### src/shared/timer_consts.vh
// Purpose: Constants for the 16-bit timer with prescaler
// Assumes: Byte offsets on a 32-bit AXI4-Lite register bus
// Notes: Definitions only
`ifndef TIMER_CONSTS_VH
`define TIMER_CONSTS_VH

// Register byte offsets
`define OFS_CONTROL 4'h0
`define OFS_COUNT_LOW 4'h4
`define OFS_COUNT_HIGH 4'h8
`define OFS_INT_CTRL 4'hC

// Control field positions
`define CTL_RUN_BIT 0
`define CTL_SRC_BIT 1
`define CTL_PS_LO 4
`define CTL_PS_HI 5
`define CTL_WRITE_MASK 8'h33

// Interrupt control field positions
`define INT_FLAG_BIT 0
`define INT_OVF_EN_BIT 1
`define INT_PERIPH_EN_BIT 2
`define INT_GLOBAL_EN_BIT 3

// Reset values
`define CONTROL_RESET 8'h00
`define COUNT_RESET 16'h0000

// Instruction clock is the system clock divided by four
`define INSTR_DIV_BITS 2

// AXI responses
`define RESP_OKAY 2'b00
`define RESP_SLVERR 2'b10

`endif

### src/timer16.v
// Purpose: 16-bit up-counter with clock source select and prescaler up to 1:8, AXI4-Lite registers
// Assumes: SYS_CLK is the system oscillator clock; inputs synchronous to it
// Notes: Interrupt request is a gated level for the processor core
//   Register map, one 32-bit word each, data in the low byte:
//     0x0 control: run bit 0, source bit 1, prescale bits 5-4
//     0x4 count low byte, live value
//     0x8 count high byte, live value
//     0xC interrupt control: flag bit 0, enables bits 3-1
//   Flag bit 0 clears on a write of zero, a one is ignored
//   Hardware set of the flag beats a clear in the same cycle
//   Unmapped addresses answer SLVERR and read as zero
//   Byte lanes other than lane 0 are ignored
//   Write strobe lane 0 low makes the write a no-op
//   Write response one cycle after both channels are taken
//   Read data one cycle after the address is taken
//   One write and one read may be under way together
//   Readies pulse for one cycle, then wait for the answer
//   Instruction clock is SYS_CLK divided by four
//   The divider runs free, so a start may see up to
//   three cycles of phase error in the first count
//   Gate flip-flop lags the run bit by one cycle
//   Sleep freezes the divider, prescaler and count
//   Sleep also forces the request low, so no wake
//   No latch between bytes: software reading low then
//   high may see a carry land between the two reads
//   Prescaler width is a parameter; three bits cover 1:8
//
// Chosen here: the register offsets and the AXI4-Lite slave port.
`timescale 1ns/10ps
`include "timer_consts.vh"

module timer16 #(
    parameter PRESCALE_BITS = 3
) (
    input wire SYS_CLK, // System clock
    input wire RST, // Synchronous reset, active high
    input wire SLEEP, // Processor in sleep
    input wire [3:0] S_AXI_AWADDR, // Write address
    input wire S_AXI_AWVALID, // Write address valid
    output reg S_AXI_AWREADY, // Write address ready
    input wire [31:0] S_AXI_WDATA, // Write data
    input wire [3:0] S_AXI_WSTRB, // Write strobes
    input wire S_AXI_WVALID, // Write data valid
    output reg S_AXI_WREADY, // Write data ready
    output reg [1:0] S_AXI_BRESP, // Write response
    output reg S_AXI_BVALID, // Write response valid
    input wire S_AXI_BREADY, // Write response ready
    input wire [3:0] S_AXI_ARADDR, // Read address
    input wire S_AXI_ARVALID, // Read address valid
    output reg S_AXI_ARREADY, // Read address ready
    output reg [31:0] S_AXI_RDATA, // Read data
    output reg [1:0] S_AXI_RRESP, // Read response
    output reg S_AXI_RVALID, // Read data valid
    input wire S_AXI_RREADY, // Read data ready
    output reg OVERFLOW_IRQ // Gated overflow interrupt request
);

    ////////////////////////////////////////////////////////////////////////////
    // State
    // Count, prescaler, divider, gate and flag are the timing state;
    // the bus side only holds what it needs to pair the
    // write address with its data
    reg [7:0] control_reg;
    reg [15:0] count_reg;
    reg [15:0] count_next;
    reg [PRESCALE_BITS-1:0] prescale_reg;
    reg [PRESCALE_BITS-1:0] prescale_next;
    reg [`INSTR_DIV_BITS-1:0] instr_div_reg;
    reg gate_reg;
    reg overflow_flag_reg;
    reg overflow_flag_next;
    reg ovf_en_reg;
    reg periph_en_reg;
    reg global_en_reg;
    reg [3:0] aw_addr_reg;
    reg aw_held_reg;
    reg [31:0] w_data_reg;
    reg [3:0] w_strb_reg;
    reg w_held_reg;

    wire run_enable_bit = control_reg[`CTL_RUN_BIT];
    wire clock_source_select = control_reg[`CTL_SRC_BIT];
    wire [1:0] prescale_select = control_reg[`CTL_PS_HI:`CTL_PS_LO];

    ////////////////////////////////////////////////////////////////////////////
    // Write channel capture, either order
    // An item taken this cycle is used directly, an item
    // taken earlier comes from its holding register; this
    // lets the write land on the edge of the second take
    // without waiting one more cycle
    wire aw_take = S_AXI_AWVALID && S_AXI_AWREADY;
    wire w_take = S_AXI_WVALID && S_AXI_WREADY;
    wire [3:0] wr_addr = aw_take ? S_AXI_AWADDR : aw_addr_reg;
    wire [31:0] wr_data = w_take ? S_AXI_WDATA : w_data_reg;
    wire [3:0] wr_strb = w_take ? S_AXI_WSTRB : w_strb_reg;
    wire wr_fire = (aw_take || aw_held_reg) && (w_take || w_held_reg) && !S_AXI_BVALID;
    wire wr_lane0 = wr_fire && wr_strb[0];
    wire wr_ctrl = wr_lane0 && (wr_addr == `OFS_CONTROL);
    wire wr_low = wr_lane0 && (wr_addr == `OFS_COUNT_LOW);
    wire wr_high = wr_lane0 && (wr_addr == `OFS_COUNT_HIGH);
    wire wr_int = wr_lane0 && (wr_addr == `OFS_INT_CTRL);
    wire wr_mapped = (wr_addr == `OFS_CONTROL) || (wr_addr == `OFS_COUNT_LOW) ||
                     (wr_addr == `OFS_COUNT_HIGH) || (wr_addr == `OFS_INT_CTRL);

    // Channel handshakes; each ready drops once its item is held
    // Readies are registered, so they rise one cycle after idle
    // and fall again the next cycle; a master must hold valid
    // until it sees its own ready high at an edge
    // The response stays up until the master takes it
    always @(posedge SYS_CLK) begin
        if (RST) begin
            S_AXI_AWREADY <= 1'b0;
            S_AXI_WREADY <= 1'b0;
            aw_held_reg <= 1'b0;
            w_held_reg <= 1'b0;
            aw_addr_reg <= 4'h0;
            w_data_reg <= 32'h0;
            w_strb_reg <= 4'h0;
            S_AXI_BVALID <= 1'b0;
            S_AXI_BRESP <= `RESP_OKAY;
        end else begin
            if (aw_take) begin
                aw_addr_reg <= S_AXI_AWADDR;
            end
            if (w_take) begin
                w_data_reg <= S_AXI_WDATA;
                w_strb_reg <= S_AXI_WSTRB;
            end
            if (wr_fire) begin
                aw_held_reg <= 1'b0;
                w_held_reg <= 1'b0;
                S_AXI_BVALID <= 1'b1;
                S_AXI_BRESP <= wr_mapped ? `RESP_OKAY : `RESP_SLVERR;
            end else begin
                if (aw_take) begin
                    aw_held_reg <= 1'b1;
                end
                if (w_take) begin
                    w_held_reg <= 1'b1;
                end
                if (S_AXI_BVALID && S_AXI_BREADY) begin
                    S_AXI_BVALID <= 1'b0;
                end
            end
            // Ready only while idle so one write is under way at a time
            S_AXI_AWREADY <= !S_AXI_AWREADY && !aw_held_reg && !aw_take && !wr_fire && !S_AXI_BVALID;
            S_AXI_WREADY <= !S_AXI_WREADY && !w_held_reg && !w_take && !wr_fire && !S_AXI_BVALID;
        end
    end

    ////////////////////////////////////////////////////////////////////////////
    // Control and interrupt enable registers
    // Unused control bits are masked on the way in, so they
    // can never hold a one and always read back as zero
    // The flag bit is handled with the counter below
    always @(posedge SYS_CLK) begin
        if (RST) begin
            control_reg <= `CONTROL_RESET;
            ovf_en_reg <= 1'b0;
            periph_en_reg <= 1'b0;
            global_en_reg <= 1'b0;
        end else begin
            if (wr_ctrl) begin
                control_reg <= wr_data[7:0] & `CTL_WRITE_MASK;
            end
            if (wr_int) begin
                ovf_en_reg <= wr_data[`INT_OVF_EN_BIT];
                periph_en_reg <= wr_data[`INT_PERIPH_EN_BIT];
                global_en_reg <= wr_data[`INT_GLOBAL_EN_BIT];
            end
        end
    end

    ////////////////////////////////////////////////////////////////////////////
    // Clock source and prescaler tick generation
    // The divider by four stands in for the instruction clock
    // It keeps running while the timer is stopped, trading a
    // small start-up phase error for a steady instruction rate
    // Instruction clock runs free so its phase does not depend on the run bit
    always @(posedge SYS_CLK) begin
        if (RST) begin
            instr_div_reg <= {`INSTR_DIV_BITS{1'b0}};
        end else if (!SLEEP) begin
            instr_div_reg <= instr_div_reg + 1'b1;
        end
    end

    wire src_tick = clock_source_select ? 1'b1 : (instr_div_reg == {`INSTR_DIV_BITS{1'b1}});
    wire active = gate_reg && run_enable_bit && !SLEEP;
    wire [PRESCALE_BITS-1:0] ps_limit = ({{(PRESCALE_BITS-1){1'b0}}, 1'b1} << prescale_select) - 1'b1;
    wire count_tick = active && src_tick && (prescale_reg == ps_limit);

    // Prescale limit is one less than the division ratio
    // A tick only moves the count when the prescaler wraps
    // Sleep and the gate both block the tick
    //
    // Gate follows the run bit; clearing the run bit clears it
    // No separate gate input, so a plain delayed copy suffices
    always @(posedge SYS_CLK) begin
        if (RST) begin
            gate_reg <= 1'b0;
        end else begin
            gate_reg <= run_enable_bit;
        end
    end

    ////////////////////////////////////////////////////////////////////////////
    // Prescaler and counter next state
    // While halted nothing changes, so the live count reads back
    // A byte write clears the prescaler, so the next increment
    // comes a full prescale period after the write
    // The other byte still takes an increment that lands in the same cycle
    always @* begin
        prescale_next = prescale_reg;
        count_next = count_reg;
        if (active && src_tick) begin
            prescale_next = (prescale_reg == ps_limit) ? {PRESCALE_BITS{1'b0}} : prescale_reg + 1'b1;
        end
        if (count_tick) begin
            count_next = count_reg + 16'h0001;
        end
        // Byte writes win over an increment in the same cycle
        if (wr_low) begin
            count_next[7:0] = wr_data[7:0];
            prescale_next = {PRESCALE_BITS{1'b0}};
        end
        if (wr_high) begin
            count_next[15:8] = wr_data[7:0];
            prescale_next = {PRESCALE_BITS{1'b0}};
        end
    end

    // Overflow flag: the wrap wins over a software clear
    // Losing a wrap would hide an overflow from software, while
    // a late clear only costs one extra pass of the handler
    always @* begin
        overflow_flag_next = overflow_flag_reg;
        if (wr_int && !wr_data[`INT_FLAG_BIT]) begin
            overflow_flag_next = 1'b0;
        end
        if (count_tick && (count_reg == 16'hFFFF)) begin
            overflow_flag_next = 1'b1;
        end
    end

    always @(posedge SYS_CLK) begin
        if (RST) begin
            count_reg <= `COUNT_RESET;
            prescale_reg <= {PRESCALE_BITS{1'b0}};
            overflow_flag_reg <= 1'b0;
            OVERFLOW_IRQ <= 1'b0;
        end else begin
            // Registered request keeps the output glitch free,
            // at the price of one cycle of extra latency
            count_reg <= count_next;
            prescale_reg <= prescale_next;
            overflow_flag_reg <= overflow_flag_next;
            // Request held off in sleep so it cannot wake the core
            OVERFLOW_IRQ <= overflow_flag_reg && run_enable_bit && ovf_en_reg &&
                            periph_en_reg && global_en_reg && !SLEEP;
        end
    end

    ////////////////////////////////////////////////////////////////////////////
    // Read channel: one cycle from address to data
    // Decode is on the raw address so the data can be latched
    // on the edge that takes it; unmapped words read as zero
    // and answer with an error response
    reg [31:0] rd_value;
    reg rd_ok;
    always @* begin
        rd_value = 32'h0;
        rd_ok = 1'b1;
        if (S_AXI_ARADDR == `OFS_CONTROL) begin
            rd_value[7:0] = control_reg & `CTL_WRITE_MASK;
        end else if (S_AXI_ARADDR == `OFS_COUNT_LOW) begin
            rd_value[7:0] = count_reg[7:0];
        end else if (S_AXI_ARADDR == `OFS_COUNT_HIGH) begin
            rd_value[7:0] = count_reg[15:8];
        end else if (S_AXI_ARADDR == `OFS_INT_CTRL) begin
            rd_value[3:0] = {global_en_reg, periph_en_reg, ovf_en_reg, overflow_flag_reg};
        end else begin
            rd_ok = 1'b0;
        end
    end

    always @(posedge SYS_CLK) begin
        if (RST) begin
            S_AXI_ARREADY <= 1'b0;
            S_AXI_RVALID <= 1'b0;
            S_AXI_RDATA <= 32'h0;
            S_AXI_RRESP <= `RESP_OKAY;
        end else begin
            // Data and response are frozen until the master takes them
            if (S_AXI_ARVALID && S_AXI_ARREADY) begin
                S_AXI_ARREADY <= 1'b0;
                S_AXI_RVALID <= 1'b1;
                S_AXI_RDATA <= rd_value;
                S_AXI_RRESP <= rd_ok ? `RESP_OKAY : `RESP_SLVERR;
            end else begin
                if (S_AXI_RVALID && S_AXI_RREADY) begin
                    S_AXI_RVALID <= 1'b0;
                end
                S_AXI_ARREADY <= !S_AXI_ARREADY && !S_AXI_RVALID && S_AXI_ARVALID;
            end
        end
    end

endmodule

### config.mk
export PLATFORM = sky130hd
export DESIGN_NAME = timer16
export DESIGN_NICKNAME = d
export VERILOG_FILES = /design/src/timer16.v
export VERILOG_INCLUDE_DIRS = /design/src /design/src/shared
export SDC_FILE = /design/constraint.sdc
export NUM_CORES = 1
export LEC_CHECK = 0
export ABC_CLOCK_PERIOD_IN_PS = 1860
export BUFFER_PORTS_ARGS = -buffer_cell sky130_fd_sc_hd__buf_4
export CORE_MARGIN = 5
export CORE_UTILIZATION = 45
export DETAILED_ROUTE_END_ITERATION = 10
export PLACE_DENSITY_LB_ADDON = 0.08
export SLEW_MARGIN = 0
export SYNTH_ARGS = -nofsm -noshare
export SYNTH_HDL_FRONTEND = slang
export SYNTH_SLANG_ARGS = --single-unit
### constraint.sdc
create_clock -name SYS_CLK -period 1.86 [get_ports SYS_CLK]
set_input_delay 0.093 -clock SYS_CLK [delete_from_list [all_inputs] [get_ports SYS_CLK]]
set_output_delay 0.093 -clock SYS_CLK [all_outputs]
set_load 0.03 [all_outputs]
# Yosys cells after proc, flatten, opt, wreduce, memory -nomap -nowiden
# Cells that the tools add are included.
[classes] addsub=4 eq_ne=9 shifts=1 mux=25 n_reduce_logical=60
[ops] op="8-bit two-way mux" n=5
[ops] op="1-bit logical AND" n=33
[ops] op="16-bit by 1-bit adder with 16-bit output (second input constant)" n=1
[ops] op="16-bit equality test (second input constant)" n=1
[ops] op="4-bit equality test (second input constant)" n=4
[ops] op="16-bit two-way mux" n=1
[ops] op="4-bit two-way mux" n=4
[ops] op="1-bit logical NOT" n=12
[ops] op="1-bit two-way mux" n=12
[ops] op="2-bit nonzero test" n=5
[ops] op="4-bit by 3-bit equality test with 1-bit output (second input constant)" n=2
[ops] op="4-bit logical NOT" n=2
[ops] op="1-bit logical OR" n=5
[ops] op="2-bit two-way mux" n=2
[ops] op="2-bit OR reduction" n=2
[ops] op="3-bit by 1-bit adder with 3-bit output (second input constant)" n=1
[ops] op="3-bit equality test" n=1
[ops] op="3-bit two-way mux" n=1
[ops] op="3-bit OR reduction" n=1
[ops] op="1-bit by 2-bit left shift with 3-bit output (first input constant)" n=1
[ops] op="3-bit by 1-bit subtractor with 3-bit output (second input constant)" n=1
[ops] op="2-bit by 1-bit adder with 2-bit output (second input constant)" n=1
[ops] op="2-bit equality test (second input constant)" n=1
[word_totals] register_bits=63 in_bits=52 out_inout_bits=42 elab_cells=123

# Depth between registers and ports, before layout
[logic_depth] ltp_word=9 ltp_mapped=9 depth_no_buf=6

# Worst setup path after synthesis
# Ideal clock, no wire load.
[synth_timing] kind="reg2reg" start="register S_AXI_AWREADY" end="register count_reg[12]" setup_time_ns=0.139 t_arrival_ns=2.017 path_slack_ns=-0.296 stages_incl_launch_ff=10 path_buffers=4 period_less_slack_ns=2.156 path_cell_list="dfxtp_1 -> buf_2 -> a21oi_2 -> or3_1 -> buf_6 -> or3_1 -> buf_2 -> buf_6 -> nor2_1 -> a211oi_2"
[synth_between] elab_chain_cells=7 word_cells_on_any_way=10
[synth_rtl] item="start, declared" line_no="timer16.v:40" source="output reg S_AXI_AWREADY,"
[synth_rtl] item="start signal, assigned" line_no="timer16.v:146" source="S_AXI_AWREADY <= !S_AXI_AWREADY && !aw_held_reg && !aw_take && !wr_fire && !S_AXI_BVALID;"
[synth_rtl] item="1-bit logical AND (*)" line_no="timer16.v:91" source="wire aw_take = S_AXI_AWVALID && S_AXI_AWREADY;"
[synth_rtl] item="branches (longest 4 deep; another with 4-bit two-way mux)"
[synth_rtl] item="1-bit logical AND (*)" line_no="timer16.v:100" source="wire wr_high = wr_lane0 && (wr_addr == `OFS_COUNT_HIGH);"
[synth_rtl] item="8-bit two-way mux / 2-bit nonzero test (equally long branches)"
[synth_rtl] item="end signal, assigned" line_no="timer16.v:248" source="count_reg <= `COUNT_RESET;"
[synth_rtl] item="end signal, assigned" line_no="timer16.v:255" source="count_reg <= count_next;"
[synth_rtl] item="end, declared" line_no="timer16.v:64" source="reg [15:0] count_reg;"
# Every way passes the cells marked *.
# A chain may end at the register's enable or synchronous reset.

# Worst setup path in the final report
[layout_timing] start="register prescale_reg[2]" end="register count_reg[11]"
[layout_between] elab_chain_cells=3
[layout_rtl] item="start, declared" line_no="timer16.v:66" source="reg [PRESCALE_BITS-1:0] prescale_reg;"
[layout_rtl] item="start signal, assigned" line_no="timer16.v:249" source="prescale_reg <= {PRESCALE_BITS{1'b0}};"
[layout_rtl] item="start signal, assigned" line_no="timer16.v:256" source="prescale_reg <= prescale_next;"
[layout_rtl] item="3-bit equality test" line_no="timer16.v:191" source="wire count_tick = active && src_tick && (prescale_reg == ps_limit);"
[layout_rtl] item="1-bit logical AND" line_no="timer16.v:191"
[layout_rtl] item="2-bit nonzero test (no line)"
# No other way between the ends.

==> results.yml <==
status:
  status: "finished with violations"
  violations: "negative setup slack"
global_route:
  busiest_layer: "met2"
  antenna_found_initial: 0
  grt_pass1_wl_um: 12500
  grt_pass1_vias: 2632
  gr-usage-met2: 0.296
  gr-total-overflow: 0
  use_met3: 0.0345
  grt_max_degree: 41
  track_usage: 0.181
  globalRouteMet1Util: 0.229
finish:
  fin_util: 0.600
  drive_gt1_frac: 0.344
  finalNetCount: 474
  antenna_cells: 0
  syn2layout_area_growth_pct: 29.5
  largest_reg_flops: 16
timing:
  setup_viol: 1
  finalWorstSetupSlack_ps: -6.13
  slew_headroom: 0.664
  fmax_ghz: 0.536
  fin_crit_ps: 1870
  hold_ws_ps: 16.0
  tightest_slew_ps: 503
  finalHoldViolCount: 0
  rsz0062_at_grt: "yes"
  fin_setup_tns_ps: -6.13
  final_max_slew_viol_count: 0
  fin_crit_sh: 1.00
  fin_skew_ps: 12.7
power:
  ir_worst_vdd_mv: 0.371
  powerDensity_mw_per_mm2: 719
  leakage_nw: 1.60
  power.total_mw: 2.95
clocking:
  clockRootBuffer: "clkbuf_8"
  cts_buffer_depth: 2
  cts_tree: "built"
  path_clk_slew_ps: 70
  numCtsBuffers: 9
  htreeDepth: 3
  cts_sinks: 61
  clk-insertion-delay-late_ps: 340
worst_setup_path:
  required_ps: 2110
  path_max_fanout: 10
  regToRegSetupSlack_ps: -6
  critPathSlowestCell: "or3_4"
  r2r-start: "prescale_reg[2]"
  slowest_delay_ps: 400
  cp_data_arrival_time_ps: 2120
  startpoint: "prescale_reg[2]"
  path_class: "reg -> reg"
  reg2reg_depth: 6
  worstSetupStartpointType: "flip-flop"
  r2r-end: "count_reg[11]"
  cp-end-kind: "flip-flop"
  cp_cell_sequence: "or3_4 > a21oi_2 > buf_4 > o211ai_4 > or3_1 > a311oi_2"
floorplan:
  fp-row-count: 30
  fp.dieW_um: 93.9
  ioPinCount: 94
  die_area_mm2: 0.00882
  die_y_um: 93.9
  start_util: 0.464
  core-area_mm2: 0.00683
detailed_routing:
  firstDrtPassIters: 4
  drc: 0
  routed_wl_um: 7790
  wl_per_cell_um: 15.0
  drtIter0Drc: 113
  via_per_inst: 5.26
  vias: 2733
  detail-route-antenna-nets: 0
logic_synthesis:
  syn_area_per_cell_um2: 9.15
  yosysWarnings: 0
  synth-edff-count: 0
  synth_ff_type: "dfxtp_1"
  yosysSeqAreaShare: 0.386
  syn_area_mm2: 0.00317
  syn-instance-count: 346
  synth.distinct_cells: 57
  yosys_register_bits: 61
  synthArstFlopShare: 0
placed_design:
  portBuffers: 40
  dp_hpwl_um: 5650
  place.gp.congestion: 0.858
worst_hold_path:
  hold_path_class: "in -> reg"
  whs_path_depth: 3
  whs_endpoint: "aw_addr_reg[3]"
  worstHoldStart: "S_AXI_AWADDR[3]"
job:
  cap_violations: 0
[routing by layer]
metal | vias up | wire length [µm]
met4 | 0 | 167
met5 | - | 0
met3 | 12 | 354
met1 | 1305 | 3590
li1 | 1350 | -
met2 | 66 | 3680
[cell families (layout without fill, tap and decap cells)]
kind of cell	after synthesis	in the layout	synth area share
xor+xnor	12	12	0.0332
other cells	1	26	0.00118
flops	61	61	0.386
buf+inv	47	99	0.0940
mux	21	21	0.0770
simple gates	122	123	0.197
fa+ha+maj	3	3	0.0119
compound gates	79	79	0.200
[worst max path at each step]
stage / to / slack [ps]
after floorplan: count_reg[11] / -40
after detailed placement: count_reg[0] / -70
final: count_reg[11] / -6
after global routing: count_reg[11] / -100
after global placement: count_reg[13] / -60
after CTS: count_reg[12] / -60
[stage by stage]
step | worst slack [ps] | instance area [µm²] | instances
floorplan | -43.9 | 3310 | 371
global placement | -62.1 | 3680 | 498
detailed placement | -75.0 | 3680 | 498
CTS | -63.7 | 3990 | 519
global route | -95.8 | 4100 | 520
finish | -6.13 | 4100 | 520
[layout by cell type (no fill, tap or decap), drive strengths merged, types with 5 or more instances in the layout]
cell type  Yosys  layout
buf           36      76
dfxtp         61      61
nor2          41      41
conb           1      26
nand2         20      20
a21oi         15      15
a211oi        15      15
nor3          14      14
clkbuf         7      13
mux2i         12      12
xor2          12      12
nand3         11      11
o21ai          9       9
a22oi          8       8
or3            7       8
mux2           7       7
nor2b          5       5
o2111ai        5       5
[cell type report]
type                       instances  area, µm²
multi-input combinational        264       1920
tap                               96        120
fill                             661       2730
timing repair buffer              79        616
sequential                        61       1230
clock buffer                      13        159
clock inverter                     3       43.8
inverter                           4       15.0
[cells in the mapped netlist, types with 4 or more instances]
cell | instances | area [µm²]
o21ai_0 | 9 | 45.0
and2_1 | 4 | 25.0
mux2_2 | 7 | 78.8
a211oi_1 | 9 | 67.6
mux2i_1 | 12 | 120
xor2_1 | 12 | 105
or3_1 | 5 | 31.3
nor2_1 | 40 | 150
nand3_1 | 11 | 55.1
o2111ai_1 | 5 | 43.8
buf_2 | 4 | 20.0
buf_4 | 27 | 203
a22oi_1 | 8 | 60.1
nand2_1 | 20 | 75.1
a21oi_1 | 13 | 65.1
inv_1 | 4 | 15.0
a211oi_2 | 6 | 75.1
nor2b_1 | 5 | 31.3
nor3_1 | 13 | 65.1
clkbuf_1 | 7 | 26.3
dfxtp_1 | 61 | 1220
a22o_1 | 4 | 35.0
a21boi_0 | 4 | 30.0
[what timing repair did]
item,4_1_cts,5_1_grt
endpoints found under the hold margin,3,0
pin swaps,16,16
cloned,0,1
setup endpoints to repair,10,20
gates resized for setup,13,21
buffers inserted,2,0
hold buffers,3,0
[worst max-delay path, delay by kind of cell, from the launching register on]
kind	cells	cell delay, ps
DFF	1	310
buffers and inverters	1	220
and+or+nand+nor	2	740
AOI/OAI and AO/OA	3	510
[power breakdown]
| group | internal, mW | total (mW) | switching (mW) | leakage (nW) |
|---|---|---|---|---|
| Clock | 0.693 | 1.21 | 0.520 | 0.104 |
| Sequential | 1.34 | 1.37 | 0.0278 | 0.496 |
| Combinational | 0.134 | 0.366 | 0.231 | 1.00 |
No activity file was read; power rests on OpenSTA's default activity.
